**src/verilog/ofd_defines.svh**
```systemverilog
`ifndef OFD_DEFINES_SVH
`define OFD_DEFINES_SVH

// ----------------------------------------
// Field positions in the addressing byte
// ----------------------------------------
`define OFD_FORM_HI 7
`define OFD_FORM_LO 6
`define OFD_RM_HI 2
`define OFD_RM_LO 0

// ----------------------------------------
// Addressing form codes
// ----------------------------------------
`define OFD_FORM_NODISP 2'h0
`define OFD_FORM_DISP8 2'h1
`define OFD_FORM_DISPW 2'h2
`define OFD_FORM_REG 2'h3

// ----------------------------------------
// Register/memory codes with special meaning
// ----------------------------------------
`define OFD_RM16_DIRECT 3'h6
`define OFD_RM32_SIB 3'h4
`define OFD_RM32_DIRECT 3'h5

// ----------------------------------------
// Reset values of the decoded outputs
// ----------------------------------------
`define OFD_RST_LEN 3'h0
`define OFD_RST_IMM 32'h0

`endif

```
**src/verilog/ofd_pkg.sv**
```systemverilog
package ofd_pkg;

  // Operand size as seen by the decoder
  typedef enum logic [1:0] {
    OFD_SZ8 = 2'h0,
    OFD_SZ16 = 2'h1,
    OFD_SZ32 = 2'h2
  } ofd_size_t;

  // Class of system register implied by the opcode
  typedef enum logic [1:0] {
    OFD_CLS_NONE = 2'h0,
    OFD_CLS_CTRL = 2'h1,
    OFD_CLS_DBG = 2'h2,
    OFD_CLS_TEST = 2'h3
  } ofd_class_t;

  // Base register of a memory operand
  typedef enum logic [3:0] {
    OFD_BASE_NONE = 4'h0,
    OFD_BASE_BX_SI = 4'h1,
    OFD_BASE_BX_DI = 4'h2,
    OFD_BASE_BP_SI = 4'h3,
    OFD_BASE_BP_DI = 4'h4,
    OFD_BASE_SI = 4'h5,
    OFD_BASE_DI = 4'h6,
    OFD_BASE_BP = 4'h7,
    OFD_BASE_BX = 4'h8,
    OFD_BASE_GPR32 = 4'h9,
    OFD_BASE_SIB = 4'ha
  } ofd_base_t;

  // Segment used by a memory operand
  typedef enum logic {
    OFD_SEG_DATA = 1'b0,
    OFD_SEG_STACK = 1'b1
  } ofd_seg_t;

  // Register operand width
  typedef enum logic [1:0] {
    OFD_RW_LOW8 = 2'h0,
    OFD_RW_HIGH8 = 2'h1,
    OFD_RW_16 = 2'h2,
    OFD_RW_32 = 2'h3
  } ofd_regw_t;

endpackage

```
**src/verilog/ofd_imm_decoder.sv**
```systemverilog
`timescale 1ns/1ps
`default_nettype none

module ofd_imm_decoder (
  input wire logic sext_bit_in,
  input wire ofd_pkg::ofd_size_t op_size_in,
  input wire logic [31:0] imm_raw_in,
  output logic [2:0] imm_len_out,
  output logic [31:0] imm_value_out
);
  import ofd_pkg::*;

  // ----------------------------------------
  // Immediate length and extension
  // ----------------------------------------
  wire logic byte_imm;
  wire logic [31:0] sext_byte;
  wire logic [31:0] sext_half;

  // Single byte for byte operands or when the sign-extend bit is set
  assign byte_imm = (op_size_in == OFD_SZ8) || sext_bit_in; // RL1 RL2
  assign sext_byte = {{24{imm_raw_in[7]}}, imm_raw_in[7:0]}; // RL1
  assign sext_half = {16'h0, imm_raw_in[15:0]};

  // Length in bytes and value
  assign imm_len_out = byte_imm ? 3'h1 : (op_size_in == OFD_SZ16) ? 3'h2 : 3'h4; // RL2
  assign imm_value_out = (op_size_in == OFD_SZ8) ? {24'h0, imm_raw_in[7:0]} :
                         sext_bit_in ? sext_byte :
                         (op_size_in == OFD_SZ16) ? sext_half : imm_raw_in; // RL1 RL2

endmodule

`default_nettype wire

```
**src/verilog/ofd_operand_decoder.sv**
```systemverilog
// How it works
// RL1: Sign-extend bit with 16/32-bit operand takes one byte, sign-extended.
// RL2: Otherwise immediate length equals operand size; byte operands always one byte.
// RL3: System-register moves pick register from selector plus opcode class.
// RL4: Control class: codes 000, 010, 011, 100 pick registers 0, 2, 3, 4.
// RL5: Debug class: codes 000-011 pick 0-3, codes 110/111 pick 6/7.
// RL6: Test class: codes 011-111 pick 3-7; other codes are not valid.
// RL7: Unlisted selector code raises invalid-instruction instead of any access.
// RL8: Form and r/m fields pick addressing; fixed-mode opcodes expect no byte.
// RL9: 16-bit form 00 uses base/index pairs; code 110 is direct address.
// RL10: 16-bit forms 01/10 add byte/halfword displacement; 110 is base pointer, stack segment.
// RL11: 32-bit memory forms with code 100 expect a scaled-index byte.
// RL12: 32-bit code picks base; 00-101 direct; 01/10 add displacement, 101 stack.
// RL13: Form 11 is a register operand from code, width bit and size.
// RL14: Width 0 picks low/high bytes of regs 0-3; width 1 full regs.
// RL15: Width bit 0 means byte; 1 means 16 or 32 bits by mode.
`timescale 1ns/1ps
`default_nettype none
`include "ofd_defines.svh"

module ofd_operand_decoder (
  input wire logic clk_in,
  input wire logic rst_in,
  input wire logic valid_in,
  input wire logic has_modrm_in,
  input wire logic addr32_in,
  input wire logic op32_in,
  input wire logic width_bit_in,
  input wire logic width_present_in,
  input wire logic sext_bit_in,
  input wire logic [7:0] modrm_in,
  input wire logic [31:0] imm_raw_in,
  input wire ofd_pkg::ofd_class_t sys_class_in,
  input wire logic [2:0] sys_sel_in,
  output logic valid_out,
  output logic is_mem_out,
  output logic is_reg_out,
  output logic need_sib_out,
  output logic [2:0] disp_len_out,
  output ofd_pkg::ofd_base_t base_out,
  output logic [2:0] base_gpr_out,
  output ofd_pkg::ofd_seg_t seg_out,
  output logic [2:0] reg_num_out,
  output ofd_pkg::ofd_regw_t reg_width_out,
  output ofd_pkg::ofd_size_t op_size_out,
  output logic [2:0] imm_len_out,
  output logic [31:0] imm_value_out,
  output logic sys_valid_out,
  output logic [2:0] sys_reg_out,
  output logic invalid_out
);
  import ofd_pkg::*;

  // ----------------------------------------
  // Field extraction and operand size
  // ----------------------------------------
  wire logic [1:0] form;
  wire logic [2:0] rm;
  wire ofd_size_t op_size;
  wire logic reg_form;

  assign form = modrm_in[`OFD_FORM_HI:`OFD_FORM_LO]; // RL8
  assign rm = modrm_in[`OFD_RM_HI:`OFD_RM_LO]; // RL8
  // Absent width bit means full width
  assign op_size = (width_present_in && !width_bit_in) ? OFD_SZ8 :
                   op32_in ? OFD_SZ32 : OFD_SZ16; // RL15
  assign reg_form = has_modrm_in && (form == `OFD_FORM_REG); // RL13

  // ----------------------------------------
  // System register selector check
  // ----------------------------------------
  // Valid selector codes for each register class
  function automatic logic sel_ok(input ofd_class_t cls, input logic [2:0] sel);
    case (cls)
      OFD_CLS_CTRL: sel_ok = (sel == 3'h0) || (sel == 3'h2) || (sel == 3'h3) ||
                             (sel == 3'h4); // RL4
      OFD_CLS_DBG: sel_ok = (sel != 3'h4) && (sel != 3'h5); // RL5
      OFD_CLS_TEST: sel_ok = (sel >= 3'h3); // RL6
      default: sel_ok = 1'b1;
    endcase
  endfunction

  wire logic sys_access;
  wire logic sys_good;

  assign sys_access = (sys_class_in != OFD_CLS_NONE); // RL3
  assign sys_good = sel_ok(sys_class_in, sys_sel_in); // RL3

  // ----------------------------------------
  // 16-bit addressing decode
  // ----------------------------------------
  // Base/index pair (codes 000-011) or single base register (codes 100-111) for each 16-bit r/m code
  function automatic ofd_base_t base16(input logic [2:0] code);
    case (code)
      3'h0: base16 = OFD_BASE_BX_SI;
      3'h1: base16 = OFD_BASE_BX_DI;
      3'h2: base16 = OFD_BASE_BP_SI;
      3'h3: base16 = OFD_BASE_BP_DI;
      3'h4: base16 = OFD_BASE_SI;
      3'h5: base16 = OFD_BASE_DI;
      3'h6: base16 = OFD_BASE_BP;
      default: base16 = OFD_BASE_BX;
    endcase
  endfunction

  wire logic direct16;
  wire ofd_base_t base_a16;
  wire ofd_seg_t seg_a16;
  wire logic [2:0] disp_a16;
  wire logic bp_disp16;

  // Direct address or base choice
  assign direct16 = (form == `OFD_FORM_NODISP) && (rm == `OFD_RM16_DIRECT); // RL9
  assign base_a16 = direct16 ? OFD_BASE_NONE : base16(rm); // RL9 RL10
  // Only the lone base pointer with a displacement uses the stack segment
  assign bp_disp16 = (form != `OFD_FORM_NODISP) && (rm == `OFD_RM16_DIRECT); // RL10
  assign seg_a16 = bp_disp16 ? OFD_SEG_STACK : OFD_SEG_DATA; // RL9 RL10
  assign disp_a16 = direct16 ? 3'h2 :
                    (form == `OFD_FORM_DISP8) ? 3'h1 :
                    (form == `OFD_FORM_DISPW) ? 3'h2 : 3'h0; // RL10

  // ----------------------------------------
  // 32-bit addressing decode
  // ----------------------------------------
  wire logic sib32;
  wire logic direct32;
  wire ofd_base_t base_a32;
  wire ofd_seg_t seg_a32;
  wire logic [2:0] disp_a32;

  // Scaled-index and direct address detection
  assign sib32 = (rm == `OFD_RM32_SIB); // RL11
  assign direct32 = (form == `OFD_FORM_NODISP) && (rm == `OFD_RM32_DIRECT); // RL12
  assign base_a32 = sib32 ? OFD_BASE_SIB :
                    direct32 ? OFD_BASE_NONE : OFD_BASE_GPR32; // RL11 RL12
  // Segment after a scaled-index byte is resolved downstream
  assign seg_a32 = (!sib32 && !direct32 && rm == `OFD_RM32_DIRECT) ?
                   OFD_SEG_STACK : OFD_SEG_DATA; // RL12
  assign disp_a32 = direct32 ? 3'h4 :
                    (form == `OFD_FORM_DISP8) ? 3'h1 :
                    (form == `OFD_FORM_DISPW) ? 3'h4 : 3'h0; // RL12

  // ----------------------------------------
  // Register operand decode
  // ----------------------------------------
  wire ofd_regw_t regw;
  wire logic [2:0] regn;

  // Byte registers split low and high halves
  assign regw = (op_size == OFD_SZ8) ? (rm[2] ? OFD_RW_HIGH8 : OFD_RW_LOW8) :
                (op_size == OFD_SZ32) ? OFD_RW_32 : OFD_RW_16; // RL14 RL15
  assign regn = (op_size == OFD_SZ8) ? {1'b0, rm[1:0]} : rm; // RL14

  // ----------------------------------------
  // Immediate decode
  // ----------------------------------------
  wire logic [2:0] imm_len;
  wire logic [31:0] imm_value;

  // Length and extension of the immediate
  ofd_imm_decoder u_imm (
    .sext_bit_in(sext_bit_in),
    .op_size_in(op_size),
    .imm_raw_in(imm_raw_in),
    .imm_len_out(imm_len),
    .imm_value_out(imm_value)
  );

  // ----------------------------------------
  // Next values
  // ----------------------------------------
  wire logic mem_next;
  wire logic sys_bad;

  // Memory operand and selector fault
  assign mem_next = has_modrm_in && !reg_form; // RL8
  assign sys_bad = sys_access && !sys_good; // RL7

  // ----------------------------------------
  // Output registers
  // ----------------------------------------
  always_ff @(posedge clk_in) begin
    if (rst_in) begin
      valid_out <= 1'b0;
      is_mem_out <= 1'b0;
      is_reg_out <= 1'b0;
      need_sib_out <= 1'b0;
      disp_len_out <= 3'h0;
      base_out <= OFD_BASE_NONE;
      base_gpr_out <= 3'h0;
      seg_out <= OFD_SEG_DATA;
      reg_num_out <= 3'h0;
      reg_width_out <= OFD_RW_LOW8;
      op_size_out <= OFD_SZ8;
      imm_len_out <= `OFD_RST_LEN;
      imm_value_out <= `OFD_RST_IMM;
      sys_valid_out <= 1'b0;
      sys_reg_out <= 3'h0;
      invalid_out <= 1'b0;
    end else begin
      valid_out <= valid_in;
      is_mem_out <= valid_in && mem_next; // RL8
      is_reg_out <= valid_in && reg_form; // RL13
      need_sib_out <= valid_in && mem_next && addr32_in && sib32; // RL11
      disp_len_out <= !mem_next ? 3'h0 : addr32_in ? disp_a32 : disp_a16;
      base_out <= !mem_next ? OFD_BASE_NONE : addr32_in ? base_a32 : base_a16;
      base_gpr_out <= rm; // RL12
      seg_out <= !mem_next ? OFD_SEG_DATA : addr32_in ? seg_a32 : seg_a16;
      reg_num_out <= regn; // RL13
      reg_width_out <= regw; // RL13
      op_size_out <= op_size;
      imm_len_out <= imm_len;
      imm_value_out <= imm_value;
      sys_valid_out <= valid_in && sys_access && sys_good; // RL3
      sys_reg_out <= sys_good ? sys_sel_in : 3'h0; // RL7
      invalid_out <= valid_in && sys_bad; // RL7
    end
  end

endmodule

`default_nettype wire

```
**config.mk**
```make
export PLATFORM = sky130hd
export DESIGN_NAME = ofd_operand_decoder
export DESIGN_NICKNAME = d
export VERILOG_FILES = /design/src/verilog/ofd_pkg.sv /design/src/verilog/ofd_imm_decoder.sv /design/src/verilog/ofd_operand_decoder.sv
export VERILOG_INCLUDE_DIRS = /design/src /design/src/verilog
export SDC_FILE = /design/constraint.sdc
export NUM_CORES = 1
export LEC_CHECK = 0
export ABC_AREA = 1
export BUFFER_PORTS_ARGS = -buffer_cell sky130_fd_sc_hd__buf_4
export CORE_ASPECT_RATIO = 2
export CORE_MARGIN = 2
export CORE_UTILIZATION = 30
export CTS_CLUSTER_SIZE = 30
export DETAILED_ROUTE_END_ITERATION = 10
export MAX_ROUTING_LAYER = met4
export RECOVER_POWER = 25
export SYNTH_ARGS = -nofsm -noshare
export SYNTH_HDL_FRONTEND = slang
export SYNTH_SLANG_ARGS = --single-unit
export TNS_END_PERCENT = 100
```
**constraint.sdc**
```tcl
create_clock -name clk_in -period 0.8 [get_ports clk_in]
set_input_delay 0.08 -clock clk_in [delete_from_list [all_inputs] [get_ports clk_in]]
set_output_delay 0.08 -clock clk_in [all_outputs]
set_load 0.005 [all_outputs]
```
After elaboration in Yosys (flattened, before gate mapping)
Cells that the tools add are included.
- bits in writable memories: 0
- output and inout port bits: 62
- logic and storage cells: 103
- bits in latches: 0
- bits in read-only memories: 0
- bits in registers: 62
- bits of input ports: 54
- memories: 0
- muxes and demuxes: 26
- $mul: 0
- shifts and indexed selects: 0
- divide/modulo/power cells: 0
- magnitude comparators: 1
- bitwise operators: 2
- add/sub/neg operators: 0
- reduce and logical (&&, ||, !) cells: 36
- equal/unequal tests: 19
- operator list (cell ; count):
    2-to-1 mux 32 bit ; 2
    case mux 4 bit (7 select lines) ; 1
    logical AND 1 bit ; 17
    2-to-1 mux 4 bit ; 4
    2-to-1 mux 3 bit ; 5
    == test 3 x 2 -> 1 bit (second input constant) ; 4
    == test 3 bit (second input constant) ; 4
    2-to-1 mux 2 bit ; 6
    == test 2 bit (second input constant) ; 5
    2-to-1 mux 8 bit ; 1
    OR reduction 2 bit ; 4
    == test 2 x 1 -> 1 bit (second input constant) ; 3
    logical NOT 3 bit ; 2
    2-to-1 mux 1 bit ; 6
    inequality test 3 bit (second input constant) ; 2
    logical NOT 1 bit ; 5
    logical NOT 2 bit ; 2
    logical OR 1 bit ; 4
    nonzero test 2 bit ; 2
    == test 3 x 1 -> 1 bit (second input constant) ; 1
    greater-or-equal comparator 3 x 2 -> 1 bit (second input constant) ; 1
    case mux 1 bit (3 select lines) ; 1
    inverter 1 bit ; 2

Logic depth before layout (Yosys ltp)
- depth after elaboration: 8
- gate-level depth with buffers: 7
- mapped depth without buffers: 7

Cells and area by module
From an unflattened synthesis, not the netlist that was laid out.
- cells, all modules: 328
- area, all modules: 2374.8 um^2
- modules (own cells, without submodules) (module ; instances ; area each (um^2) ; cells each ; sequential area each (um^2)):
    ofd_operand_decoder ; 1 ; 1906.8 ; 226 ; 1201.2
    ofd_imm_decoder ; 1 ; 467.9 ; 102 ; 0.0

Worst setup path before layout
No wires, ideal clock.
- path kind: in2reg
- start: input width_present_in
- end: register imm_value_out[18]
- cell stages on the path: 6
- slack: 47 ps
- setup time: 116 ps
- buffers on the path: 1
- arrival: 637 ps
- path through: inv_1 > nor2_4 > inv_2 > nand3_2 > buf_6 > o21ai_2
- word-level cells in the longest chain between the ends: 5
- elaborated cells between the ends (all ways): 7
- RTL lines (item ; line ; text):
    from (decl) ; ofd_operand_decoder.sv:29 ; input wire logic width_present_in,
    logical AND 1 bit * ; ofd_operand_decoder.sv:65 ; assign op_size = (width_present_in && !width_bit_in) ? OFD_SZ8 :
    2-to-1 mux 2 bit * ; ofd_operand_decoder.sv:65 ;
    == test 2 x 1 -> 1 bit ; ofd_imm_decoder.sv:29 ; (op_size_in == OFD_SZ16) ? sext_half : imm_raw_in;
    2-to-1 mux 32 bit ; ofd_imm_decoder.sv:29 ;
    2-to-1 mux 32 bit ; ofd_imm_decoder.sv:28 ; sext_bit_in ? sext_byte :
    to (signal assigned) ; ofd_operand_decoder.sv:196 ; imm_value_out <= `OFD_RST_IMM;
    to (signal assigned) ; ofd_operand_decoder.sv:213 ; imm_value_out <= imm_value;
    to (decl) ; ofd_operand_decoder.sv:47 ; output logic [31:0] imm_value_out,
Every way passes the cells marked *; elsewhere a longest branch is shown, timed or not.
A chain may end at the register's enable or synchronous reset.

Worst setup path in the final report
- start: register imm_value_out[1]
- end: output imm_value_out[1]
No word-level cell between the ends.

==> impl_metrics.ini <==
[final_layout]
finalNonFillerCells = 473
antenna_cells = 0
fill_cells = 579
postLayoutCellArea_um2 = 3795
final_util_pct = 57.77
nets = 434
area_growth_pct = 88.62
drive_gt1_share_pct = 52.99

[critical_path]
cp-end-kind = output port
cpMaxStageDelayCell = dfxtp_1
crit_arrival_ps = 770
worstPathRequired_ps = 720
cp_top_family = flip-flops
crit_buf_inv = 1
crit_path_cell_trace = buf_4
worst_setup_path_start_kind = register
path_max_fanout = 1
crit_path_max_incr_delay_ps = 330
worstSetupPathType = register to output port
cp-startpoint = imm_value_out[1]

[synth]
ys.flop_type = dfxtp_1
avgSynthCellArea_um2 = 8.982
synth_nets = 278
seq_area_frac_synth_pct = 59.70
syn_area_um2 = 2012
ys_warn_count = 0
synth_edf_count = 0
synthArstFlopShare_pct = 0
synth-seq-cells = 60
synthDistinctLibCells = 20
syn_inst = 224

[worst_hold_path]
holdCritStartpoint = imm_raw_in[7]
hold_path_class = input pin to register

[run]
maxCapViolCount = 0

[cts]
post_cts_buffers = 0
cts_tree = yes
clockRootBuffer = clkbuf_16
path_clk_slew_ps = 50
clock_sinks = 60
cts_buffer_depth = 2
cts_made_buffers = 9
htreeDepth = 3

[timing]
period_share_pct = 106.5
relSlewSlack_pct = 82.34
fmax_ghz = 1.174
setup_tns_ps = -1298
worst_pin_slew_ps = 264.7
timing.final.hold_violations = 0
drv_slew = 0
finalWorstSetupSlack_ps = -51.86
rsz0062_at_grt = yes
finalSetupViolations = 62
fin_crit_ps = 851.9

[global_routing]
antenna_found_initial = 0
grt.overflow.total = 0
grt_pass1_wl_um = 8811
grt_pass1_vias = 1992
grt.total_usage_pct = 16.99
grt_max_degree = 19

[power]
power.density_nw_per_um2 = 2133
p_leak_nw = 1.908
peakVddDrop_mv = 1.111

[place]
placed_cells = 432
placed_cell_area_um2 = 3023
post-place-ws_ps = -136.0
io_buffers = 112
hpwl_um = 4270
gp_congestion = 0.7779

[run_status]
status = finished with violations
violations = setup timing

[route]
via_count = 2004
detail_route.wl_per_cell_um = 12.10
totalWireLength_um = 5722
avgViaCountPerCell = 4.237
ant_nets = 0
dr.pass1.iters = 4
route.detailed.drc = 0
drt_iter0_markers = 38

[floorplanning]
dieArea_um2 = 7417
io-pin-count = 116
dieWidth_um = 61.91
core_area_um2 = 6569
initial_core_util_pct = 30.63
die_y_um = 119.8
rows = 42
-- per-stage QoR --
step / power, mW / hold WS [ps]
5_1_grt: 8.444 / 9.474
6_report: 8.095 / 1.609
3_3_place_gp: 4.139 / 279.5
4_1_cts: 8.148 / 1.305
3_5_place_dp: 4.153 / 288.0
2_1_floorplan: 3.578 / 149.1
-- report_power, final --
group | total (mW) | internal, mW | switching (mW)
Clock | 3.80 | 2.55 | 1.25
Combinational | 1.05 | 0.643 | 0.410
Sequential | 3.25 | 3.18 | 0.0682
Total | 8.09 | 6.37 | 1.73
-- sequential cells by signal, indices dropped and copies added, names as in the netlist, 2 cells and up --
signal / count
imm_len_out: 3
base_out: 4
base_gpr_out: 3
disp_len_out: 3
op_size_out: 2
sys_reg_out: 3
reg_width_out: 2
imm_value_out: 32
-- path summary, 6_finish.rpt --
path	depth (start not counted)	to	slack, ps
max	1	imm_value_out[1]	-50
min	3	imm_value_out[7]	2
-- layer usage --
layer	GRT usage, %	part of all wire [%]	vias to the layer above
met5	-	0	-
met4	10.24	2.8	0
met3	4.957	5.8	18
met2	29.01	59	71
met1	15.61	32	900
li1	-	-	1015
-- synthesized netlist by cell type, types with 3 or more instances --
library cell / count / area share, %
dfxtp_1: 60 / 60
nand2_1: 43 / 8.0
inv_1: 27 / 5.0
nor2_1: 25 / 4.7
nand3_1: 18 / 4.5
o21ai_2: 10 / 4.4
a21oi_1: 8 / 2.0
o21ai_0: 5 / 1.2
buf_6: 4 / 2.2
o21ai_1: 4 / 1.0
buf_4: 3 / 1.1
inv_2: 3 / 0.56
nor2_2: 3 / 0.93
-- kinds of logic after synthesis --
| logic type | synth area share (%) |
|---|---|
| AOI/OAI and AO/OA | 8.893 |
| and+or+nand+nor | 22.20 |
| buffers and inverters | 9.204 |
| DFF | 59.70 |
-- cells in the final DEF (no fill, tap or decap), types with 4 or more instances in the layout --
| cell | n |
|---|---|
| nor2_1 | 28 |
| clkinv_2 | 4 |
| o21ai_2 | 10 |
| nand2_1 | 43 |
| clkbuf_16 | 9 |
| o21ai_0 | 5 |
| a21oi_1 | 8 |
| o21ai_1 | 4 |
| nand3_1 | 19 |
| dfxtp_2 | 44 |
| buf_4 | 77 |
| buf_6 | 48 |
| dfxtp_1 | 16 |
| dlygate4sd3_1 | 25 |
| inv_1 | 28 |
-- timing repair --
action | 4_1_cts | 5_1_grt
hold endpoints to repair | 25 | 0
resized for setup | 41 | 51
hold buffers | 25 | 0
setup endpoints to repair | 62 | 62
-- cell type report --
type,instances,area [µm²],share of cell area (%)
flip-flops and latches,60,1256,33.10
clock inverters,5,50.05,1.319
multi-input cells,126,613.1,16.16
clock buffers,11,252.7,6.660
well taps,88,110.1,2.901
repair buffers,153,1400,36.89
inverters,30,112.6,2.967
Power figures use the tool's default switching activity.
